<file path="config.mk">
export PLATFORM = sky130hd
export DESIGN_NAME = oqm_top
export DESIGN_NICKNAME = d
export VERILOG_FILES = /design/src/design/oqm_pkg.sv /design/src/design/oqm_axis_if.sv /design/src/design/oqm_quad_axis.sv /design/src/design/oqm_top.sv
export SDC_FILE = /design/constraint.sdc
export NUM_CORES = 1
export LEC_CHECK = 0
export BUFFER_PORTS_ARGS = -buffer_cell sky130_fd_sc_hd__clkbuf_2
export CAP_MARGIN = 20
export CORE_ASPECT_RATIO = 0.7
export CORE_MARGIN = 5
export CORE_UTILIZATION = 55
export CTS_BUF_LIST = sky130_fd_sc_hd__clkbuf_2
export DETAILED_ROUTE_END_ITERATION = 8
export MAX_ROUTING_LAYER = met4
export PLACE_DENSITY = 0.7
export SYNTH_ARGS = -nofsm -noshare
export SYNTH_HDL_FRONTEND = slang
export SYNTH_SLANG_ARGS = --single-unit
</file>
<file path="constraint.sdc">
create_clock -name i_clk -period 7.4 [get_ports i_clk]
set_input_delay 0.74 -clock i_clk [delete_from_list [all_inputs] [get_ports i_clk]]
set_output_delay 0.74 -clock i_clk [all_outputs]
set_load 0.05 [all_outputs]
</file>
<file path="src/design/oqm_pkg.sv">
package oqm_pkg;
	// clock rate
	localparam int CLK_MHZ = 100;
	localparam int CLK_NS = 10;
	// power-down timing, in printed units
	localparam int PD_ENTER_NS = 500;
	localparam int PD_PULSE_NS = 1000;
	localparam int WAKE_PD_US = 200;
	localparam int WAKE_POR_US = 400;
	localparam int FRAMES_PD = 128;
	localparam int FRAMES_POR = 124;
	localparam int COMPUTE_MS = 4;
	// derived cycle counts
	localparam int PD_ENTER_CYC = PD_ENTER_NS / CLK_NS;
	localparam int PD_PULSE_CYC = (PD_PULSE_NS + CLK_NS - 1) / CLK_NS;
	localparam int WAKE_PD_CYC = WAKE_PD_US * CLK_MHZ;
	localparam int WAKE_POR_CYC = WAKE_POR_US * CLK_MHZ;
	localparam int COMPUTE_CYC = COMPUTE_MS * 1000 * CLK_MHZ;
	// frame period default: 3000 frames per second
	localparam int FRAME_CYC_DEF = 33333;
	// counter widths and reset values
	localparam int CNT_W = 24;
	localparam logic [1:0] QUAD_RST = 2'h0;
	localparam logic RES_800 = 1'h0;
	// power sequencing states
	typedef enum logic [2:0] {OQM_START, OQM_WAKE, OQM_FRAMES, OQM_RUN, OQM_ENTER, OQM_DOWN} oqm_pwr_t;
endpackage

</file>
<file path="src/design/oqm_axis_if.sv">
`timescale 1ns/10ps
`default_nettype none
interface oqm_axis_if;
	logic step;
	logic dir_neg;
	logic hold;
	logic busy;
	logic [1:0] phase;
	modport ctl (output step, output dir_neg, output hold, input busy, input phase);
	modport axis (input step, input dir_neg, input hold, output busy, output phase);
endinterface
`default_nettype wire

</file>
<file path="src/design/oqm_quad_axis.sv">
`timescale 1ns/10ps
`default_nettype none
module oqm_quad_axis import oqm_pkg::*; (
	// clock and reset
	input wire logic i_clk,
	input wire logic i_reset_n,
	// step port
	oqm_axis_if.axis ax
);
	logic [1:0] state_r;
	// gray walk, one phase per count, reversed when negative
	always_ff @(posedge i_clk) begin
		if (!i_reset_n) begin
			state_r <= QUAD_RST;
		end else if (ax.step && !ax.hold) begin
			unique case ({ax.dir_neg, state_r})
				3'h0: state_r <= 2'h1;
				3'h1: state_r <= 2'h3;
				3'h3: state_r <= 2'h2;
				3'h2: state_r <= 2'h0;
				3'h4: state_r <= 2'h2;
				3'h6: state_r <= 2'h3;
				3'h7: state_r <= 2'h1;
				3'h5: state_r <= 2'h0;
			endcase
		end
	end
	assign ax.phase = state_r;
	assign ax.busy = ax.hold;
endmodule
`default_nettype wire

</file>
<file path="src/design/oqm_top.sv">
`timescale 1ns/10ps
`default_nettype none
module oqm_top import oqm_pkg::*; #(
	parameter int WAKE_PD_P = WAKE_PD_CYC,
	parameter int WAKE_POR_P = WAKE_POR_CYC,
	parameter int COMPUTE_P = COMPUTE_CYC,
	parameter int FRAME_P = FRAME_CYC_DEF
) (
	// clock and reset
	input wire logic i_clk,
	input wire logic i_reset_n,
	// power-down pin from the controller
	input wire logic i_power_down_pin,
	// motion from frame processing, one pulse per frame
	input wire logic i_frame_valid,
	input wire logic signed [7:0] i_delta_x,
	input wire logic signed [7:0] i_delta_y,
	// resolution select, 0 = 800 cpi
	input wire logic i_res_400,
	// quadrature outputs
	output logic o_x_phase_a,
	output logic o_x_phase_b,
	output logic o_y_phase_a,
	output logic o_y_phase_b,
	// status
	output logic o_quad_valid,
	output logic o_reg_valid,
	output logic o_powered_down,
	output logic o_serial_reset,
	output logic o_write_block,
	output logic o_frame_tick
);
	logic pd_s1_r, pd_s2_r, pd_d_r;
	oqm_pwr_t pwr_r;
	logic [CNT_W-1:0] cnt_r;
	logic [7:0] frm_r;
	logic [CNT_W-1:0] fdiv_r;
	logic [CNT_W-1:0] comp_r;
	logic [7:0] pulse_r;
	logic signed [9:0] accx_r, accy_r;
	logic quad_valid_r, reg_valid_r, down_r, sreset_r, wblk_r, tick_r;
	logic xa_r, xb_r, ya_r, yb_r;
	logic pd_rise, pd_fall, hold, tick;
	oqm_axis_if xif();
	oqm_axis_if yif();

	// pin synchroniser
	always_ff @(posedge i_clk) begin
		if (!i_reset_n) begin
			pd_s1_r <= 1'h0;
			pd_s2_r <= 1'h0;
			pd_d_r <= 1'h0;
		end else begin
			pd_s1_r <= i_power_down_pin;
			pd_s2_r <= pd_s1_r;
			pd_d_r <= pd_s2_r;
		end
	end
	assign pd_rise = pd_s2_r && !pd_d_r;
	assign pd_fall = !pd_s2_r && pd_d_r;
	assign hold = pd_s2_r || down_r;

	// frame period divider, runs only while powered
	always_ff @(posedge i_clk) begin
		if (!i_reset_n || hold || fdiv_r == CNT_W'(FRAME_P - 1)) begin
			fdiv_r <= '0;
		end else begin
			fdiv_r <= fdiv_r + CNT_W'(1);
		end
	end
	assign tick = !hold && fdiv_r == CNT_W'(FRAME_P - 1);

	// power sequencing
	always_ff @(posedge i_clk) begin
		if (!i_reset_n) begin
			pwr_r <= OQM_START;
			cnt_r <= '0;
			frm_r <= '0;
		end else begin
			unique case (pwr_r)
				OQM_START: begin
					cnt_r <= cnt_r + CNT_W'(1);
					if (cnt_r == CNT_W'(WAKE_POR_P - 1)) begin
						pwr_r <= OQM_FRAMES;
						cnt_r <= '0;
						frm_r <= 8'(FRAMES_PD - FRAMES_POR);
					end
				end
				OQM_WAKE: begin
					cnt_r <= cnt_r + CNT_W'(1);
					if (cnt_r == CNT_W'(WAKE_PD_P - 1)) begin
						pwr_r <= OQM_FRAMES;
						cnt_r <= '0;
						frm_r <= '0;
					end
				end
				OQM_FRAMES: begin
					if (tick) begin
						frm_r <= frm_r + 8'h01;
						if (frm_r == 8'(FRAMES_PD - 1)) begin
							pwr_r <= OQM_RUN;
						end
					end
				end
				OQM_RUN: ;
				OQM_ENTER: begin
					cnt_r <= cnt_r + CNT_W'(1);
					if (cnt_r == CNT_W'(PD_ENTER_CYC - 1)) begin
						pwr_r <= OQM_DOWN;
					end
				end
				OQM_DOWN: ;
			endcase
			if (pd_rise) begin
				pwr_r <= OQM_ENTER;
				cnt_r <= '0;
			end else if (pd_fall) begin
				pwr_r <= OQM_WAKE;
				cnt_r <= '0;
			end
		end
	end

	// status flags
	always_ff @(posedge i_clk) begin
		if (!i_reset_n) begin
			quad_valid_r <= 1'h0;
			down_r <= 1'h0;
			wblk_r <= 1'h0;
			tick_r <= 1'h0;
		end else begin
			quad_valid_r <= pwr_r == OQM_RUN && !pd_s2_r;
			down_r <= pwr_r == OQM_DOWN || (pwr_r == OQM_ENTER && cnt_r == CNT_W'(PD_ENTER_CYC - 1));
			wblk_r <= pd_s2_r;
			tick_r <= tick;
		end
	end

	// serial port reset after a long enough pulse
	always_ff @(posedge i_clk) begin
		if (!i_reset_n) begin
			pulse_r <= '0;
			sreset_r <= 1'h0;
		end else begin
			if (!pd_s2_r) begin
				pulse_r <= '0;
			end else if (pulse_r != 8'(PD_PULSE_CYC)) begin
				pulse_r <= pulse_r + 8'h01;
			end
			sreset_r <= pd_s2_r && pulse_r >= 8'(PD_PULSE_CYC - 1);
		end
	end

	// register data valid after compute time
	always_ff @(posedge i_clk) begin
		if (!i_reset_n) begin
			comp_r <= '0;
			reg_valid_r <= 1'h0;
		end else if (pd_s2_r) begin
			comp_r <= '0;
		end else if (comp_r != CNT_W'(COMPUTE_P)) begin
			comp_r <= comp_r + CNT_W'(1);
			if (comp_r == CNT_W'(COMPUTE_P - 1)) begin
				reg_valid_r <= 1'h1;
			end
		end
	end

	// displacement accumulators, drained one count per cycle
	always_ff @(posedge i_clk) begin
		if (!i_reset_n) begin
			accx_r <= '0;
			accy_r <= '0;
		end else if (!hold) begin
			accx_r <= accx_r - (xif.step ? (accx_r < 0 ? -10'sd1 : 10'sd1) : 10'sd0)
				+ ((i_frame_valid && pwr_r == OQM_RUN) ? (i_res_400 ? 10'(i_delta_x >>> 1) : 10'(i_delta_x)) : 10'sd0);
			accy_r <= accy_r - (yif.step ? (accy_r < 0 ? -10'sd1 : 10'sd1) : 10'sd0)
				+ ((i_frame_valid && pwr_r == OQM_RUN) ? (i_res_400 ? 10'(i_delta_y >>> 1) : 10'(i_delta_y)) : 10'sd0);
		end
	end

	// step requests to the axis walkers
	assign xif.step = accx_r != 0;
	assign xif.dir_neg = accx_r < 0;
	assign xif.hold = hold;
	assign yif.step = accy_r != 0;
	assign yif.dir_neg = accy_r < 0;
	assign yif.hold = hold;

	oqm_quad_axis u_x (.i_clk(i_clk), .i_reset_n(i_reset_n), .ax(xif));
	oqm_quad_axis u_y (.i_clk(i_clk), .i_reset_n(i_reset_n), .ax(yif));

	// registered phase pins
	always_ff @(posedge i_clk) begin
		if (!i_reset_n) begin
			xa_r <= 1'h0;
			xb_r <= 1'h0;
			ya_r <= 1'h0;
			yb_r <= 1'h0;
		end else begin
			xa_r <= xif.phase[0];
			xb_r <= xif.phase[1];
			ya_r <= yif.phase[0];
			yb_r <= yif.phase[1];
		end
	end

	assign o_x_phase_a = xa_r;
	assign o_x_phase_b = xb_r;
	assign o_y_phase_a = ya_r;
	assign o_y_phase_b = yb_r;
	assign o_quad_valid = quad_valid_r;
	assign o_reg_valid = reg_valid_r;
	assign o_powered_down = down_r;
	assign o_serial_reset = sreset_r;
	assign o_write_block = wblk_r;
	assign o_frame_tick = tick_r;
endmodule
`default_nettype wire

</file>
==> impl_metrics.json <==
{
  "status": "completed",
  "synth-main-ff-cell": "sky130_fd_sc_hd__dfxtp_1",
  "h-tree-depth": 4,
  "ctsLongestPathBuffers": 2,
  "startpoint_type": "flip-flop",
  "leakagePower_nw": 2.95,
  "place.gp.congestion": 0.925,
  "final_core_utilization": 0.604,
  "fin_crit_sh": 0.488,
  "floorplan.die_area_um2": 15100,
  "worst-r2r-cell-count": 12,
  "critical_path_arrival_ns": 4.17,
  "synth.cells.most_frequent": "sky130_fd_sc_hd__dfxtp_1, sky130_fd_sc_hd__nor2_1, sky130_fd_sc_hd__nand2_1, sky130_fd_sc_hd__inv_1, sky130_fd_sc_hd__xor2_1",
  "worstSkewPairLatency_ns": 0.67,
  "final.setup.tns_ns": 0,
  "worst_pin_slew_ns": 1.00,
  "flow.area_growth_from_synthesis_pct": 7.56,
  "r2r_end": "accx_r[9]",
  "cell_taking_the_most_area_after_synthesis": "sky130_fd_sc_hd__dfxtp_1",
  "cts_resized": 0,
  "dr_total_vias": 5747,
  "floorplan.io_pins": 31,
  "syn_inst": 824,
  "fp-row-count": 34,
  "worst-setup-path-type": "flip-flop to flip-flop",
  "grt.overflow.total": 0,
  "final_cell_count_without_fillers": 1028,
  "net_count_after_synthesis": 896,
  "timing.final.hold_violations": 0,
  "worst_r2r_startpoint": "pwr_r[1]",
  "hold_start": "i_power_down_pin",
  "powerDensity_nw_per_um2": 288,
  "grt_usage": 0.212,
  "grt_pass1_vias": 5473,
  "placed_cells": 996,
  "post_synth.cell_area_avg_um2": 8.50,
  "cp-end-kind": "flip-flop",
  "initial_core_util": 0.562,
  "max-slew-margin-rel": 0.327,
  "reg2reg_slack_ns": 3.79,
  "worst_hold_path_ep": "pd_s1_r",
  "report.final.slew_viol_count": 0,
  "antenna_found_initial": 0,
  "count_of_distinct_cell_types_in_the_synthesized_netlist": 54,
  "drt_first_iter_violations": 309,
  "die_h_um": 104,
  "drt-total-wl_mm": 14.8,
  "ys_seq_elements": 127,
  "worstPathRequired_ns": 7.96,
  "numCtsBuffers": 17,
  "dieWidth_um": 145,
  "viasPerCell": 5.59,
  "tritoncts_clock_tree": "yes",
  "antenna-diode-count": 0,
  "placement.io_buffers": 30,
  "report.power.total_w": 0.00217,
  "grt_first_pass_wirelength_mm": 25.7,
  "fmaxAchievable_mhz": 277,
  "holdPathStages": 2,
  "firstDrtPassIters": 7,
  "rsz_0062_raised_after_global_routing": "false",
  "cts_post_setup_buffers_inserted": 0,
  "synth_top_area_share": 0.363,
  "yosysWarnings": 0,
  "synthesized_area_um2": 7000,
  "cts.hold.buffers_added": 0,
  "max-vdd-ir-drop_uv": 194,
  "synth_enable_flop_cells": 0,
  "nets": 925,
  "grt_start_max_net_pins": 31,
  "skew_final_ns": 0.0266,
  "drive_above_1_share": 0.0982,
  "synth.most_common_cell": "sky130_fd_sc_hd__dfxtp_1",
  "ant_nets": 0,
  "cts.reportedPaths.clkPinSlew_ns": 0.22,
  "dp.final_hpwl_mm": 10.9,
  "tritoncts_num_sinks": 127,
  "maxCapViolations": 0,
  "synth.top_cells.by_area": "sky130_fd_sc_hd__dfxtp_1, sky130_fd_sc_hd__nor2_1, sky130_fd_sc_hd__ha_1, sky130_fd_sc_hd__xor2_1, sky130_fd_sc_hd__fa_1",
  "hold_class": "input port to flip-flop",
  "cts.root.buffer_cell": "sky130_fd_sc_hd__clkbuf_2",
  "synth-seq-area-share": 0.363,
  "report.final.setup_viol": 0,
  "core_area_um2": 12500,
  "wl_per_cell_um": 14.4,
  "critical_path.max_fanout": 12,
  "synth_async_sr_flop_share": 0,
  "remaining_drc_errors": 0,
  "min_period_ns": 3.61
}
[logic make-up after synthesis]
family / Yosys count / synth area share
compound gates: 94 / 0.0818
mux: 20 / 0.0300
simple gates: 361 / 0.261
flops: 127 / 0.363
buf+inv: 85 / 0.0457
xor+xnor: 86 / 0.108
fa+ha+maj: 51 / 0.110
[power by group]
group | switching [W] | leakage (nW) | internal (W)
clock | 0.000288 | 0.140 | 0.000160
sequential | 0.0000778 | 1.03 | 0.000754
combinational | 0.000489 | 1.78 | 0.000400
[registers in the layout (all words and copies together), names as in the netlist, 2 cells and up]
signal / flops
u_y.ax.phase: 2
frm_r: 8
accx_r: 10
pwr_r: 3
accy_r: 10
u_x.ax.phase: 2
cnt_r: 24
pulse_r: 8
fdiv_r: 24
comp_r: 24
[cell type report]
cell class                 instances  area [um2]
tap                              162         203
multi-input combinational        612        4140
sequential                       127        2540
clock inverter                    15         160
inverter                          63         236
fill                            1130        4930
timing repair buffer              32         165
clock buffer                      17        85.1
[placed cells by master (no fill, tap or decap), types with 10 or more instances in the layout]
| master | Yosys | routed |
|---|---|---|
| sky130_fd_sc_hd__fa_1 | 18 | 18 |
| sky130_fd_sc_hd__inv_1 | 63 | 63 |
| sky130_fd_sc_hd__xor2_1 | 47 | 47 |
| sky130_fd_sc_hd__xnor2_1 | 39 | 39 |
| sky130_fd_sc_hd__and3_1 | 14 | 14 |
| sky130_fd_sc_hd__nor4_1 | 16 | 16 |
| sky130_fd_sc_hd__nor2_1 | 120 | 120 |
| sky130_fd_sc_hd__or3_1 | 13 | 13 |
| sky130_fd_sc_hd__o21ai_0 | 24 | 24 |
| sky130_fd_sc_hd__nand2_1 | 64 | 64 |
| sky130_fd_sc_hd__mux2i_1 | 12 | 12 |
| sky130_fd_sc_hd__nor3_1 | 15 | 15 |
| sky130_fd_sc_hd__a211oi_1 | 13 | 13 |
| sky130_fd_sc_hd__clkbuf_2 | 0 | 47 |
| sky130_fd_sc_hd__and2_1 | 10 | 10 |
| sky130_fd_sc_hd__a21oi_1 | 31 | 31 |
| sky130_fd_sc_hd__nand3_1 | 45 | 45 |
| sky130_fd_sc_hd__ha_1 | 33 | 33 |
| sky130_fd_sc_hd__nand4_1 | 21 | 21 |
| sky130_fd_sc_hd__dfxtp_1 | 127 | 127 |
[worst max-delay path, cell delays in order, from the launching register on]
cell                       delay [ns]
sky130_fd_sc_hd__dfxtp_1         0.61
sky130_fd_sc_hd__nor2b_1         0.31
sky130_fd_sc_hd__and3_1          0.45
sky130_fd_sc_hd__nand2_1         0.12
sky130_fd_sc_hd__fa_1            0.56
sky130_fd_sc_hd__inv_1           0.06
sky130_fd_sc_hd__ha_1            0.30
sky130_fd_sc_hd__a211oi_1        0.27
sky130_fd_sc_hd__o21ai_0         0.19
sky130_fd_sc_hd__a21oi_1         0.24
sky130_fd_sc_hd__o211ai_1        0.14
sky130_fd_sc_hd__xnor2_1         0.17
sky130_fd_sc_hd__a21oi_1         0.08
[layer usage]
metal,share of wire,GRT usage,up-vias,wire length [um]
li1,-,-,2872,-
met1,0.48,0.290,2748,7140
met2,0.46,0.315,116,6750
met3,0.051,0.0579,11,759
met4,0.0084,0.0499,0,124
met5,0,-,-,0
[stage by stage]
| step | hold slack [ns] | instance area [um2] | setup slack (ns) |
|---|---|---|---|
| after global placement | 0.431 | 7290 | 3.91 |
| final | 0.278 | 7530 | 3.79 |
| after floorplan | 0.412 | 7000 | 3.80 |
| after detailed placement | 0.421 | 7290 | 3.80 |
| after global routing | 0.207 | 7530 | 3.33 |
| after CTS | 0.227 | 7530 | 3.77 |
[worst max path at each step]
| stage | startpoint | end | slack [ns] | cells past startpoint |
|---|---|---|---|---|
| floorplan | i_res_400 | accx_r[9] | 3.80 | 13 |
| global placement | i_res_400 | accx_r[9] | 3.91 | 12 |
| detailed placement | pwr_r[1] | accx_r[9] | 3.80 | 12 |
| CTS | pwr_r[1] | accx_r[9] | 3.77 | 12 |
| global route | pwr_r[1] | accy_r[8] | 3.33 | 12 |
| finish | pwr_r[1] | accx_r[9] | 3.79 | 12 |
(Power assumes the default switching activity.)
